### src/logic/ubc_defs.vh
// Purpose: Shared constants of the USB bus state and interrupt control block.
// Assumes: Registers are 8 bits wide, each in the low byte of one 32-bit word.
// Notes: Register indices are the printed offsets; the byte address is four times the index.
`ifndef UBC_DEFS_VH
`define UBC_DEFS_VH

// ----------------------------------------------------------------------
// Register indices and byte address width
// ----------------------------------------------------------------------
`define UBC_IDX_OPER 16'hFE80
`define UBC_IDX_PORT 16'hFE81
`define UBC_IDX_IRQ 16'hFE82
`define UBC_IDX_EP0 16'hFE83
`define UBC_IDX_EP1 16'hFE84
`define UBC_IDX_LATCH 16'hFE90
`define UBC_ADDR_W 20

// ----------------------------------------------------------------------
// Reset values and bit masks
// ----------------------------------------------------------------------
`define UBC_REG_RESET 8'h00
`define UBC_OPER_RW_MASK 8'hE7
`define UBC_OPER_FLAG_MASK 8'h08
`define UBC_PORT_RW_MASK 8'hDF
`define UBC_IRQ_RW_MASK 8'h55
`define UBC_IRQ_FLAG_MASK 8'hA8
`define UBC_EP_RW_MASK 8'h55
`define UBC_EP_FLAG_MASK 8'hAA
`define UBC_ZERO8 8'h00

// ----------------------------------------------------------------------
// Field positions
// ----------------------------------------------------------------------
`define UBC_OPER_GATE 7
`define UBC_OPER_RUN 6
`define UBC_OPER_PULLA 5
`define UBC_OPER_SUSP_FG 3
`define UBC_OPER_SUSP_EN 2
`define UBC_OPER_DP_DIS 1
`define UBC_OPER_DM_DIS 0
`define UBC_PORT_FRAME_EN 7
`define UBC_PORT_PULLB 6
`define UBC_PORT_SLEEP 4
`define UBC_PORT_DP_OE 3
`define UBC_PORT_DM_OE 2
`define UBC_PORT_DP_LAT 1
`define UBC_PORT_DM_LAT 0
`define UBC_IRQ_RST_FG 7
`define UBC_IRQ_RST_EN 6
`define UBC_IRQ_ACT_FG 5
`define UBC_IRQ_ACT_EN 4
`define UBC_IRQ_SOF_FG 3
`define UBC_IRQ_SOF_EN 2
`define UBC_IRQ_EP_EN 0

// ----------------------------------------------------------------------
// Timing
// ----------------------------------------------------------------------
`define UBC_CLK_PERIOD_NS 8
`define UBC_SUSP_TIME_NS 3000000
`define UBC_RESET_TIME_NS 2500
`define UBC_PULSE_TIME_NS 80
`define UBC_SUSP_CYC ((`UBC_SUSP_TIME_NS + `UBC_CLK_PERIOD_NS - 1) / `UBC_CLK_PERIOD_NS)
`define UBC_RESET_CYC ((`UBC_RESET_TIME_NS + `UBC_CLK_PERIOD_NS - 1) / `UBC_CLK_PERIOD_NS)
`define UBC_PULSE_CYC (`UBC_PULSE_TIME_NS / `UBC_CLK_PERIOD_NS)

// ----------------------------------------------------------------------
// Bus responses
// ----------------------------------------------------------------------
`define UBC_RESP_OKAY 2'h0
`define UBC_RESP_SLVERR 2'h2

`endif

### src/logic/ubc_ctrl.v
// Purpose: Bus state detection, pin control and interrupt flags of a USB device port.
// Assumes: Pin inputs and engine events are synchronous to aclk; AXI4-Lite register access.
// Notes: Interrupt requests are levels built from flags and enables.
//
// Added by the designer: the AXI4-Lite interface to the registers.
`include "ubc_defs.vh"
`timescale 1ns/100ps
`default_nettype none

module ubc_ctrl #(
	parameter SUSP_CYC = `UBC_SUSP_CYC,
	parameter CNT_W = 20
) (
	// Clock and reset.
	input wire aclk,
	input wire aresetn,
	// AXI4-Lite write address channel.
	input wire [`UBC_ADDR_W-1:0] s_axi_awaddr,
	input wire s_axi_awvalid,
	output wire s_axi_awready,
	// AXI4-Lite write data channel.
	input wire [31:0] s_axi_wdata,
	input wire [3:0] s_axi_wstrb,
	input wire s_axi_wvalid,
	output wire s_axi_wready,
	// AXI4-Lite write response channel.
	output reg [1:0] s_axi_bresp,
	output reg s_axi_bvalid,
	input wire s_axi_bready,
	// AXI4-Lite read address channel.
	input wire [`UBC_ADDR_W-1:0] s_axi_araddr,
	input wire s_axi_arvalid,
	output wire s_axi_arready,
	// AXI4-Lite read data channel.
	output reg [31:0] s_axi_rdata,
	output reg [1:0] s_axi_rresp,
	output reg s_axi_rvalid,
	input wire s_axi_rready,
	// D+ and D- pins, each as input, output and active-low enable.
	input wire dplus_i,
	output wire dplus_o,
	output wire dplus_oe_n,
	input wire dminus_i,
	output wire dminus_o,
	output wire dminus_oe_n,
	// Transceiver control.
	output wire transceiver_sleep,
	output wire clock_gate_on,
	output wire full_function_run,
	// Pull-up pin A with its port latch and direction bits.
	input wire pullup_pin_a_dat,
	input wire pullup_pin_a_dir,
	output wire pullup_pin_a_o,
	output wire pullup_pin_a_oe_n,
	// Pull-up pin B with its port latch and direction bits.
	input wire pullup_pin_b_dat,
	input wire pullup_pin_b_dir,
	output wire pullup_pin_b_o,
	output wire pullup_pin_b_oe_n,
	// Frame pulse pin with its port latch and direction bits.
	input wire frame_pulse_pin_dat,
	input wire frame_pulse_pin_dir,
	output wire frame_pulse_pin_o,
	output wire frame_pulse_pin_oe_n,
	// Events from the USB protocol engine, one-cycle pulses except ep_other_irq, a level.
	input wire frame_start_seen,
	input wire [3:0] ep0_end,
	input wire [3:0] ep1_end,
	input wire ep_other_irq,
	// Interrupt requests and hold release, levels.
	output wire irq_vec_0033,
	output wire irq_vec_0013,
	output wire irq_vec_003b,
	output wire hold_release
);

	// ------------------------------------------------------------------
	// Functions
	// ------------------------------------------------------------------

	// Next value of an 8-bit register: writable bits load, flags may only be cleared.
	function [7:0] ubc_reg_next;
		input [7:0] cur;
		input wr;
		input [7:0] wd;
		input [7:0] rw_mask;
		input [7:0] flag_mask;
		input [7:0] set;
		reg [7:0] base;
		begin
			base = wr ? ((wd & rw_mask) | (cur & wd & flag_mask)) : cur;
			ubc_reg_next = base | (set & flag_mask);
		end
	endfunction

	// Any flag whose enable, the bit just below it, is also set.
	function ubc_pend;
		input [7:0] r;
		begin
			ubc_pend = |((r >> 1) & r & `UBC_EP_RW_MASK);
		end
	endfunction

	// Spread four end events onto the flag positions 7, 5, 3 and 1.
	function [7:0] ubc_spread;
		input [3:0] e;
		begin
			ubc_spread = {e[3], 1'b0, e[2], 1'b0, e[1], 1'b0, e[0], 1'b0};
		end
	endfunction

	// Register select from a byte address; zero means unmapped.
	function [2:0] ubc_decode;
		input [`UBC_ADDR_W-1:0] a;
		reg [`UBC_ADDR_W-3:0] idx;
		begin
			idx = a[`UBC_ADDR_W-1:2];
			if (a[1:0] != 2'h0)
				ubc_decode = 3'h0;
			else if (idx == `UBC_IDX_OPER)
				ubc_decode = 3'h1;
			else if (idx == `UBC_IDX_PORT)
				ubc_decode = 3'h2;
			else if (idx == `UBC_IDX_IRQ)
				ubc_decode = 3'h3;
			else if (idx == `UBC_IDX_EP0)
				ubc_decode = 3'h4;
			else if (idx == `UBC_IDX_EP1)
				ubc_decode = 3'h5;
			else if (idx == `UBC_IDX_LATCH)
				ubc_decode = 3'h6;
			else
				ubc_decode = 3'h0;
		end
	endfunction

	// ------------------------------------------------------------------
	// Registers and state
	// ------------------------------------------------------------------

	reg [7:0] oper_q; // Operation control register.
	reg [7:0] port_q; // Port control register, latch bits stored here.
	reg [7:0] irq_q; // USB interrupt control register.
	reg [7:0] ep0_q; // Endpoint 0 interrupt control register.
	reg [7:0] ep1_q; // Endpoint 1 interrupt control register.
	reg [CNT_W-1:0] idle_cnt_q; // Cycles the bus has been idle.
	reg [8:0] se0_cnt_q; // Cycles the bus has held SE0.
	reg [3:0] pulse_cnt_q; // Remaining cycles of the frame pulse.
	reg aw_full_q; // Write address held.
	reg w_full_q; // Write data held.
	reg [`UBC_ADDR_W-1:0] aw_addr_q; // Held write address.
	reg [7:0] w_data_q; // Held write byte.
	reg w_lane_q; // Low byte lane was enabled.

	localparam integer RESET_CYC = `UBC_RESET_CYC; // SE0 cycles that make a bus reset.
	localparam integer PULSE_CYC = `UBC_PULSE_CYC; // Cycles of one frame pulse.

	wire [2:0] wr_sel; // Decoded write target.
	wire wr_go; // Write commits this cycle.
	wire wr_en; // Write lands on a register.
	wire bus_idle; // Bus in J state.
	wire bus_se0; // Bus in single-ended zero.
	wire bus_active; // Bus not idle.
	wire mode_reset; // Bus reset detection enabled.
	wire mode_full; // Full function enabled.
	wire susp_hit; // Idle long enough for suspend.
	wire reset_hit; // SE0 long enough for bus reset.
	wire dp_read; // D+ as software sees it.
	wire dm_read; // D- as software sees it.
	wire [7:0] oper_set; // Hardware sets into operation control.
	wire [7:0] irq_set; // Hardware sets into interrupt control.
	wire [7:0] ep0_set; // Hardware sets into endpoint 0.
	wire [7:0] ep1_set; // Hardware sets into endpoint 1.
	wire ep_source; // Any endpoint source established.

	// ------------------------------------------------------------------
	// Bus state decode
	// ------------------------------------------------------------------

	// The full-speed idle J state has D+ high and D- low.
	assign bus_idle = dplus_i & ~dminus_i;
	assign bus_se0 = ~dplus_i & ~dminus_i;
	assign bus_active = ~bus_idle;

	assign mode_reset = oper_q[`UBC_OPER_GATE];
	assign mode_full = oper_q[`UBC_OPER_GATE] & oper_q[`UBC_OPER_RUN];
	assign clock_gate_on = oper_q[`UBC_OPER_GATE];
	assign full_function_run = mode_full;

	// ------------------------------------------------------------------
	// Duration timers
	// ------------------------------------------------------------------

	// Idle and SE0 counters saturate so that a long suspend or reset keeps
	// its flag asserted for as long as the condition lasts.
	always @(posedge aclk)
	begin
		if (!aresetn)
		begin
			idle_cnt_q <= {CNT_W{1'b0}};
			se0_cnt_q <= 9'h000;
		end
		else
		begin
			// idle timer, only with full function on
			if (!bus_idle || !mode_full)
				idle_cnt_q <= {CNT_W{1'b0}};
			else if (!susp_hit)
				idle_cnt_q <= idle_cnt_q + {{(CNT_W-1){1'b0}}, 1'b1};
			if (!bus_se0 || !mode_reset)
				se0_cnt_q <= 9'h000;
			else if (!reset_hit)
				se0_cnt_q <= se0_cnt_q + 9'h001;
		end
	end

	assign susp_hit = (idle_cnt_q == SUSP_CYC[CNT_W-1:0]);
	assign reset_hit = (se0_cnt_q == RESET_CYC[8:0]);

	// ------------------------------------------------------------------
	// Frame pulse
	// ------------------------------------------------------------------

	// Each frame start with full function on reloads the counter, so a pulse never merges short.
	always @(posedge aclk)
	begin
		if (!aresetn)
			pulse_cnt_q <= 4'h0;
		else if (frame_start_seen && mode_full)
			pulse_cnt_q <= PULSE_CYC[3:0];
		else if (pulse_cnt_q != 4'h0)
			pulse_cnt_q <= pulse_cnt_q - 4'h1;
	end

	// ------------------------------------------------------------------
	// Hardware set terms
	// ------------------------------------------------------------------

	assign oper_set = {4'h0, susp_hit, 3'h0};
	// reset flag, activity flag, frame flag
	assign irq_set = {reset_hit, 1'b0, bus_active, 1'b0, frame_start_seen & mode_full, 3'h0};
	assign ep0_set = mode_full ? ubc_spread(ep0_end) : `UBC_ZERO8;
	assign ep1_set = mode_full ? ubc_spread(ep1_end) : `UBC_ZERO8;

	// ------------------------------------------------------------------
	// AXI4-Lite write path
	// ------------------------------------------------------------------

	assign s_axi_awready = ~aw_full_q & ~s_axi_bvalid;
	assign s_axi_wready = ~w_full_q & ~s_axi_bvalid;
	assign wr_go = aw_full_q & w_full_q & ~s_axi_bvalid;
	assign wr_sel = ubc_decode(aw_addr_q);
	// Reserved bits are simply not stored, so writes of one there do no harm.
	// commit lands only with the low byte lane enabled
	assign wr_en = wr_go & w_lane_q;

	// Address and data are held independently, then committed together.
	always @(posedge aclk)
	begin
		if (!aresetn)
		begin
			aw_full_q <= 1'b0;
			w_full_q <= 1'b0;
			aw_addr_q <= {`UBC_ADDR_W{1'b0}};
			w_data_q <= 8'h00;
			w_lane_q <= 1'b0;
			s_axi_bvalid <= 1'b0;
			s_axi_bresp <= `UBC_RESP_OKAY;
		end
		else
		begin
			if (s_axi_awvalid && s_axi_awready)
			begin
				aw_full_q <= 1'b1;
				aw_addr_q <= s_axi_awaddr;
			end
			if (s_axi_wvalid && s_axi_wready)
			begin
				w_full_q <= 1'b1;
				w_data_q <= s_axi_wdata[7:0];
				w_lane_q <= s_axi_wstrb[0];
			end
			if (wr_go)
			begin
				aw_full_q <= 1'b0;
				w_full_q <= 1'b0;
				s_axi_bvalid <= 1'b1;
				// Unmapped addresses answer with a slave error.
				s_axi_bresp <= (wr_sel == 3'h0) ? `UBC_RESP_SLVERR : `UBC_RESP_OKAY;
			end
			else if (s_axi_bvalid && s_axi_bready)
				s_axi_bvalid <= 1'b0;
		end
	end

	// ------------------------------------------------------------------
	// Register file
	// ------------------------------------------------------------------

	// Flags set by hardware are cleared only by writing zero to them.
	always @(posedge aclk)
	begin
		if (!aresetn)
		begin
			oper_q <= `UBC_REG_RESET;
			port_q <= `UBC_REG_RESET;
			irq_q <= `UBC_REG_RESET;
			ep0_q <= `UBC_REG_RESET;
			ep1_q <= `UBC_REG_RESET;
		end
		else
		begin
			oper_q <= ubc_reg_next(oper_q, wr_en && wr_sel == 3'h1, w_data_q,
				`UBC_OPER_RW_MASK, `UBC_OPER_FLAG_MASK, oper_set);
			port_q <= ubc_reg_next(port_q, wr_en && wr_sel == 3'h2, w_data_q,
				`UBC_PORT_RW_MASK, `UBC_ZERO8, `UBC_ZERO8);
			irq_q <= ubc_reg_next(irq_q, wr_en && wr_sel == 3'h3, w_data_q,
				`UBC_IRQ_RW_MASK, `UBC_IRQ_FLAG_MASK, irq_set);
			ep0_q <= ubc_reg_next(ep0_q, wr_en && wr_sel == 3'h4, w_data_q,
				`UBC_EP_RW_MASK, `UBC_EP_FLAG_MASK, ep0_set);
			ep1_q <= ubc_reg_next(ep1_q, wr_en && wr_sel == 3'h5, w_data_q,
				`UBC_EP_RW_MASK, `UBC_EP_FLAG_MASK, ep1_set);
		end
	end

	// ------------------------------------------------------------------
	// AXI4-Lite read path
	// ------------------------------------------------------------------

	assign dp_read = dplus_i & ~oper_q[`UBC_OPER_DP_DIS];
	assign dm_read = dminus_i & ~oper_q[`UBC_OPER_DM_DIS];

	assign s_axi_arready = ~s_axi_rvalid;

	// Read data is captured on the address handshake and held until taken.
	always @(posedge aclk)
	begin
		if (!aresetn)
		begin
			s_axi_rvalid <= 1'b0;
			s_axi_rdata <= 32'h00000000;
			s_axi_rresp <= `UBC_RESP_OKAY;
		end
		else if (s_axi_arvalid && s_axi_arready)
		begin
			s_axi_rvalid <= 1'b1;
			s_axi_rresp <= `UBC_RESP_OKAY;
			case (ubc_decode(s_axi_araddr))
				3'h1:
					s_axi_rdata <= {24'h000000, oper_q};
				3'h2:
					s_axi_rdata <= {24'h000000, port_q[7:2], dp_read, dm_read};
				3'h3:
					s_axi_rdata <= {24'h000000, irq_q};
				3'h4:
					s_axi_rdata <= {24'h000000, ep0_q};
				3'h5:
					s_axi_rdata <= {24'h000000, ep1_q};
				3'h6:
					// Stored latch view, for read-modify-write sequences.
					s_axi_rdata <= {24'h000000, port_q};
				default:
				begin
					s_axi_rdata <= 32'h00000000;
					s_axi_rresp <= `UBC_RESP_SLVERR;
				end
			endcase
		end
		else if (s_axi_rvalid && s_axi_rready)
			s_axi_rvalid <= 1'b0;
	end

	// ------------------------------------------------------------------
	// Pins
	// ------------------------------------------------------------------

	assign dplus_o = port_q[`UBC_PORT_DP_LAT];
	assign dplus_oe_n = ~port_q[`UBC_PORT_DP_OE];
	assign dminus_o = port_q[`UBC_PORT_DM_LAT];
	assign dminus_oe_n = ~port_q[`UBC_PORT_DM_OE];

	assign transceiver_sleep = port_q[`UBC_PORT_SLEEP];

	assign pullup_pin_a_o = oper_q[`UBC_OPER_PULLA] | pullup_pin_a_dat;
	assign pullup_pin_a_oe_n = ~(oper_q[`UBC_OPER_PULLA] | pullup_pin_a_dir);

	assign pullup_pin_b_o = port_q[`UBC_PORT_PULLB] | pullup_pin_b_dat;
	assign pullup_pin_b_oe_n = ~(port_q[`UBC_PORT_PULLB] | pullup_pin_b_dir);

	// The pulse only reaches the pin when the port is an output holding zero.
	// pulse on the pin
	assign frame_pulse_pin_o = frame_pulse_pin_dat |
		(port_q[`UBC_PORT_FRAME_EN] & (pulse_cnt_q != 4'h0));
	assign frame_pulse_pin_oe_n = ~frame_pulse_pin_dir;

	// ------------------------------------------------------------------
	// Interrupt requests
	// ------------------------------------------------------------------

	assign ep_source = ubc_pend(ep0_q) | ubc_pend(ep1_q) | ep_other_irq;

	assign irq_vec_0033 = (oper_q[`UBC_OPER_SUSP_FG] & oper_q[`UBC_OPER_SUSP_EN]) |
		(irq_q[`UBC_IRQ_RST_FG] & irq_q[`UBC_IRQ_RST_EN]);
	assign irq_vec_0013 = irq_q[`UBC_IRQ_ACT_FG] & irq_q[`UBC_IRQ_ACT_EN];
	assign hold_release = irq_vec_0013;
	assign irq_vec_003b = (irq_q[`UBC_IRQ_SOF_FG] & irq_q[`UBC_IRQ_SOF_EN]) |
		(irq_q[`UBC_IRQ_EP_EN] & ep_source);

endmodule

`default_nettype wire

### config.mk
export PLATFORM = sky130hd
export DESIGN_NAME = ubc_ctrl
export DESIGN_NICKNAME = d
export VERILOG_FILES = /design/src/logic/ubc_ctrl.v
export VERILOG_INCLUDE_DIRS = /design/src /design/src/logic
export SDC_FILE = /design/constraint.sdc
export NUM_CORES = 1
export LEC_CHECK = 0
export BUFFER_PORTS_ARGS = -buffer_cell sky130_fd_sc_hd__buf_2
export CORE_ASPECT_RATIO = 1.75
export CORE_MARGIN = 4
export CORE_UTILIZATION = 50
export DETAILED_ROUTE_END_ITERATION = 8
export GPL_TIMING_DRIVEN = 0
export HOLD_SLACK_MARGIN = 0.02
export PLACE_DENSITY = 0.78
export RECOVER_POWER = 100
export SETUP_SLACK_MARGIN = 0.2
export SYNTH_ARGS = -nofsm -noshare
export SYNTH_HDL_FRONTEND = slang
export SYNTH_SLANG_ARGS = --single-unit
### constraint.sdc
create_clock -name aclk -period 2.58 [get_ports aclk]
set_input_delay 0.774 -clock aclk [delete_from_list [all_inputs] [get_ports aclk]]
set_output_delay 0.774 -clock aclk [all_outputs]
set_load 0.1 [all_outputs]
# After elaboration in Yosys (flattened, before gate mapping)
# Cells that the tools add are included.
[word_totals] ff_bits=141 inputBits=101 output_inout_bits=58 wordCells=164
[op_classes] add_sub_neg=3 eq_ne=25 mux=31 n_bitwise=55 reduce_logical=31
[ops] operator="$eq 18x16->1 const B" n=12
[ops] operator="$mux 3" n=16
[ops] operator="$mux 8" n=6
[ops] operator="$pmux 8 s6" n=1
[ops] operator="$and 8x8->8" n=3
[ops] operator="$or 7x8->8" n=3
[ops] operator="$or 8x8->8" n=3
[ops] operator="$add 20x1->20 const B" n=1
[ops] operator="$eq 20x19->1 const B" n=1
[ops] operator="$and 1x1->1" n=17
[ops] operator="$or 8x4->8" n=2
[ops] operator="$eq 3x3->1 const B" n=5
[ops] operator="$not 1->1" n=15
[ops] operator="$and 7x7->7" n=2
[ops] operator="$eq 3x2->1 const B" n=4
[ops] operator="$logic_and 1x1->1" n=11
[ops] operator="$reduce_bool 2->1" n=5
[ops] operator="$add 9x1->9 const B" n=1
[ops] operator="$eq 9x9->1 const B" n=1
[ops] operator="$or 1x1->1" n=9
[ops] operator="$mux 4" n=2
[ops] operator="$reduce_or 2->1" n=4
[ops] operator="$reduce_or 4->1" n=2
[ops] operator="$eq 3x1->1 const B" n=2
[ops] operator="9 further kinds" n=17

# Depth between registers and ports, before layout
[logic_depth] depth_word=13 ltp_mapped=9 mapped_depth_nobuf=8

# Worst setup path after synthesis
# Ideal clock, no wire load.
[synth_path] kind="flip-flop to output port" startpoint="reg oper_q[7]" endpoint="out full_function_run" arrival_time_ns=2.439 required_ns=1.806 path_slack_ns=-0.633 stages_incl_launch_ff=4 path_buffers=2 cell_sequence="dfxtp_1 > and2_1 > clkbuf_1 > clkbuf_1"
[synth_via] elab_chain_cells=1
[synth_rtl] element="start: declaration" line_no="ubc_ctrl.v:141" source="reg [7:0] oper_q;"
[synth_rtl] element="start signal: assignment" line_no="ubc_ctrl.v:305" source="oper_q <= `UBC_REG_RESET;"
[synth_rtl] element="start signal: assignment" line_no="ubc_ctrl.v:313" source="oper_q <= ubc_reg_next(oper_q, wr_en && wr_sel == 3'h1, w_data_q,"
[synth_rtl] element="$and 1x1->1" line_no="ubc_ctrl.v:186" source="assign mode_full = oper_q[`UBC_OPER_GATE] & oper_q[`UBC_OPER_RUN];"
[synth_rtl] element="end: declaration" line_no="ubc_ctrl.v:49" source="output wire full_function_run,"
# No other way between the ends.

# Worst setup path after layout
[layout_path] startpoint="reg ep0_q[0]" endpoint="out irq_vec_003b"
[layout_via] elab_chain_cells=6
[layout_rtl] element="start: declaration" line_no="ubc_ctrl.v:144" source="reg [7:0] ep0_q;"
[layout_rtl] element="start signal: assignment" line_no="ubc_ctrl.v:308" source="ep0_q <= `UBC_REG_RESET;"
[layout_rtl] element="start signal: assignment" line_no="ubc_ctrl.v:319" source="ep0_q <= ubc_reg_next(ep0_q, wr_en && wr_sel == 3'h4, w_data_q,"
[layout_rtl] element="$and 7x7->7" line_no="ubc_ctrl.v:100" source="ubc_pend = |((r >> 1) & r & `UBC_EP_RW_MASK);"
[layout_rtl] element="$reduce_or 4->1" line_no="ubc_ctrl.v:100"
[layout_rtl] element="$or 1x1->1 (2 in series)" line_no="ubc_ctrl.v:400" source="assign ep_source = ubc_pend(ep0_q) | ubc_pend(ep1_q) | ep_other_irq;"
[layout_rtl] element="$and 1x1->1" line_no="ubc_ctrl.v:407" source="(irq_q[`UBC_IRQ_EP_EN] & ep_source);"
[layout_rtl] element="$or 1x1->1" line_no="ubc_ctrl.v:406" source="assign irq_vec_003b = (irq_q[`UBC_IRQ_SOF_FG] & irq_q[`UBC_IRQ_SOF_EN]) |"
[layout_rtl] element="end: declaration" line_no="ubc_ctrl.v:73" source="output wire irq_vec_003b,"
# No other way between the ends.

==> flow_metrics.py <==
metrics = {
    "timing": {
        "period_share_pct": 98.5,
        "worst_pin_slew_ps": 609,
        "rsz0062_at_grt": "true",
        "hold_viol": 0,
        "max_freq_mhz": 393,
        "tns_ps": 0,
        "maxSlewHeadroom_pct": 59.4,
        "final.setup_skew_ps": 6.89,
        "drv_slew": 0,
        "period_minus_slack_ps": 2540,
        "holdWs_ps": 456,
        "finalSetupViolations": 0,
    },
    "drt": {
        "routed_wl_mm": 15.3,
        "viasPerCell": 5.49,
        "drt_first_pass_iters": 7,
        "drc": 0,
        "ant_nets": 0,
        "wire_per_inst_um": 16.6,
        "drt_iter0_drc": 359,
        "vias": 5063,
    },
    "synthesis": {
        "yosys.cell_types.count": 63,
        "synth-seq-cells": 113,
        "synthAdderAreaFrac_pct": 0.943,
        "avgSynthCellArea_um2": 8.41,
        "netlist_area_um2": 5310,
        "yosysSeqAreaShare_pct": 42.6,
        "synth_largest_area_cell": "dfxtp_1",
        "synthMuxAreaShare_pct": 6.27,
        "synth_flop_cell": "dfxtp_1",
        "synth_compound_area_share_pct": 13.0,
        "synth-simple-area-share_pct": 26.2,
        "yosysMostFrequentCell": "dfxtp_1",
        "synth_top_area_share_pct": 42.6,
        "synth_edf_count": 0,
        "synth_common_cells": "dfxtp_1, nand2_1, nor2_1",
        "yosys_warnings": 0,
        "async_flop_share_pct": 0,
        "synth_xor_area_share_pct": 4.12,
        "synth_area_leaders": "dfxtp_1, nand2_1, mux2i_1",
        "netlist_instances": 631,
        "synth_top_family_by_area": "simple AND/OR/NAND/NOR gates",
    },
    "global_routing": {
        "grt_pass1_wl_mm": 24.1,
        "antenna_found_initial": 0,
        "grt_pass1_vias": 5149,
        "grt_max_degree": 17,
        "overflow": 0,
        "grtUsageTotal_pct": 25.0,
    },
    "clock_network": {
        "clkTransAtPathRegs_ps": 50,
        "numCtsBuffers": 17,
        "cts_num_sinks": 113,
        "clockRootBuffer": "clkbuf_16",
        "clk_latency_ps": 420,
        "cts_max_level": 4,
        "clk_path_buf_depth": 2,
        "cts_tree": "done",
    },
    "critical_path": {
        "cp_max_fo": 2,
        "cp-end-kind": "output port",
        "critPathArrivalTime_ps": 1770,
        "slowest_stage": "dfxtp_2",
        "worst-setup-path-type": "reg2out",
        "path_delay_family": "compound AO/OA/AOI/OAI gates",
        "timing.rr.start": "aw_full_q$_SDFFE_PP0P_",
        "cpPeakStageDelay_ps": 320,
        "critical_path_required_ps": 1810,
        "r2r_setup_slack_ps": 170,
        "start_kind": "flip-flop",
        "path_buf_inv": 1,
        "worstRegToRegCells": 7,
        "cp_cell_sequence": "a22o_1, a221oi_2, nand3_1, a22o_4, buf_12",
        "r2r_end": "irq_q[5]$_SDFF_PN0_",
    },
    "placed_design": {
        "portBuffers": 103,
        "place_congestion": 0.909,
        "dp_hpwl_mm": 11.6,
    },
    "power_and_ir_drop": {
        "p_leak_nw": 2.84,
        "power_mw": 4.83,
        "peakVddDrop_mv": 0.570,
        "power_density_nw_per_um2": 711,
    },
    "die": {
        "floorplan.rows": 49,
        "dieArea_um2": 12400,
        "core-area_um2": 10400,
        "start_util_pct": 51.2,
        "dieWidth_um": 85.9,
        "io_pins": 159,
        "die_h_um": 144,
    },
    "worst_hold_path": {
        "worstHoldStart": "aw_addr_q[0]$_SDFFE_PN0P_",
        "hold_path.class": "reg2reg",
        "min_delay_path_depth": 2,
        "holdPathEnd": "aw_addr_q[0]$_SDFFE_PN0P_",
    },
    "layout": {
        "fin_nets": 888,
        "area_growth_pct": 28.0,
        "n_antenna_cell": 0,
        "drive_gt1_share_pct": 25.2,
    },
    "job": {
        "timing.max_cap.violations": 0,
    },
    "status": {
        "status": "completed",
    },
}
==> flip-flops by register name (all words and copies together), names as in the netlist <==
register and count:
aw_addr_q 20, aw_full_q 1, ep0_q 8, ep1_q 8, idle_cnt_q 20, irq_q 7, oper_q 7, port_q 7
pulse_cnt_q 4, s_axi_bresp 1, s_axi_bvalid 1, s_axi_rdata 8, s_axi_rresp 1, s_axi_rvalid 1, se0_cnt_q 9, w_data_q 8
w_full_q 1, w_lane_q 1
==> metal layers <==
metal | share of wire, % | global-route usage (%) | vias to the layer above
li1 | - | - | 2464
met2 | 54 | 45.8 | 214
met4 | 5.7 | 18.3 | 0
met1 | 34 | 23.5 | 2319
met5 | 0 | 0 | -
met3 | 6.1 | 6.04 | 66
==> power breakdown <==
part / total [mW] / switching (mW) / internal [mW]
registers: 1.83 / 0.0438 / 1.79
clock network: 2.43 / 0.805 / 1.62
logic: 0.568 / 0.431 / 0.136
total: 4.83 / 1.28 / 3.55
==> through the flow <==
step	utilization (%)	area, um^2	worst slack [ps]	std cells
final	65.6	6790	38.4	922
after global routing	65.6	6790	-4.64	922
after CTS	65.3	6760	115	918
after detailed placement	58.9	6100	-171	886
after global placement	58.9	6100	-190	886
after floorplan	-	5430	-142	656
==> logic make-up (layout without fill, tap and decap cells) <==
| group | after synthesis | in the layout |
|---|---|---|
| and+or+nand+nor | 277 | 277 |
| DFF | 113 | 113 |
| AOI/OAI and AO/OA | 112 | 112 |
| buffers and inverters | 66 | 205 |
| muxes | 33 | 33 |
| xor gates and xnor gates | 25 | 25 |
| adders and majority gates | 4 | 4 |
| other | 1 | 26 |
==> area by class of cell <==
type / instances / area [um^2]
tap: 127 / 159
buffer: 54 / 314
clock buffer: 20 / 447
sequential: 113 / 2270
multi-input combinational: 477 / 2810
inverter: 12 / 45.0
fill: 868 / 3570
clock inverter: 11 / 163
timing repair buffer: 108 / 589
==> cells in the final DEF, fill, tap and decap left out, types with 21 or more instances in the layout <==
master,count
nor2_1,70
mux2i_1,31
buf_2,75
a21oi_1,57
nand3_1,21
dfxtp_1,106
buf_4,32
clkbuf_1,24
conb_1,26
clkbuf_2,30
nand2_1,97
==> how the worst max path moves through the flow <==
| stage | from | endpoint | slack (ps) | cells after the start |
|---|---|---|---|---|
| after floorplan | oper_q[7]$_SDFFE_PN0P_ | full_function_run | -140 | 3 |
| after global placement | s_axi_araddr[16] | s_axi_rdata[0]$_SDFFE_PN0P_ | -190 | 8 |
| after detailed placement | s_axi_araddr[16] | s_axi_rdata[0]$_SDFFE_PN0P_ | -170 | 8 |
| after CTS | ep0_q[0]$_SDFFE_PN0P_ | irq_vec_003b | 120 | 5 |
| after global routing | s_axi_araddr[4] | s_axi_rdata[3]$_SDFFE_PN0P_ | -5 | 8 |
| final | ep0_q[0]$_SDFFE_PN0P_ | irq_vec_003b | 40 | 5 |
==> worst register-to-register path: cells and delay by family, from the launching register on <==
kind                   cells  cell delay [ps]
buffers and inverters      1              190
flip-flops                 1              460
AND/OR/NAND/NOR            4             1260
AO/OA/AOI/OAI              2              380
==> timing repair <==
action,CTS,global route
buffers inserted,1,4
gates cloned,0,0
gates resized for setup,14,9
hold buffers,0,0
setup endpoints to repair,3,15
pin swaps,3,4
Power figures use the tool's default switching activity.
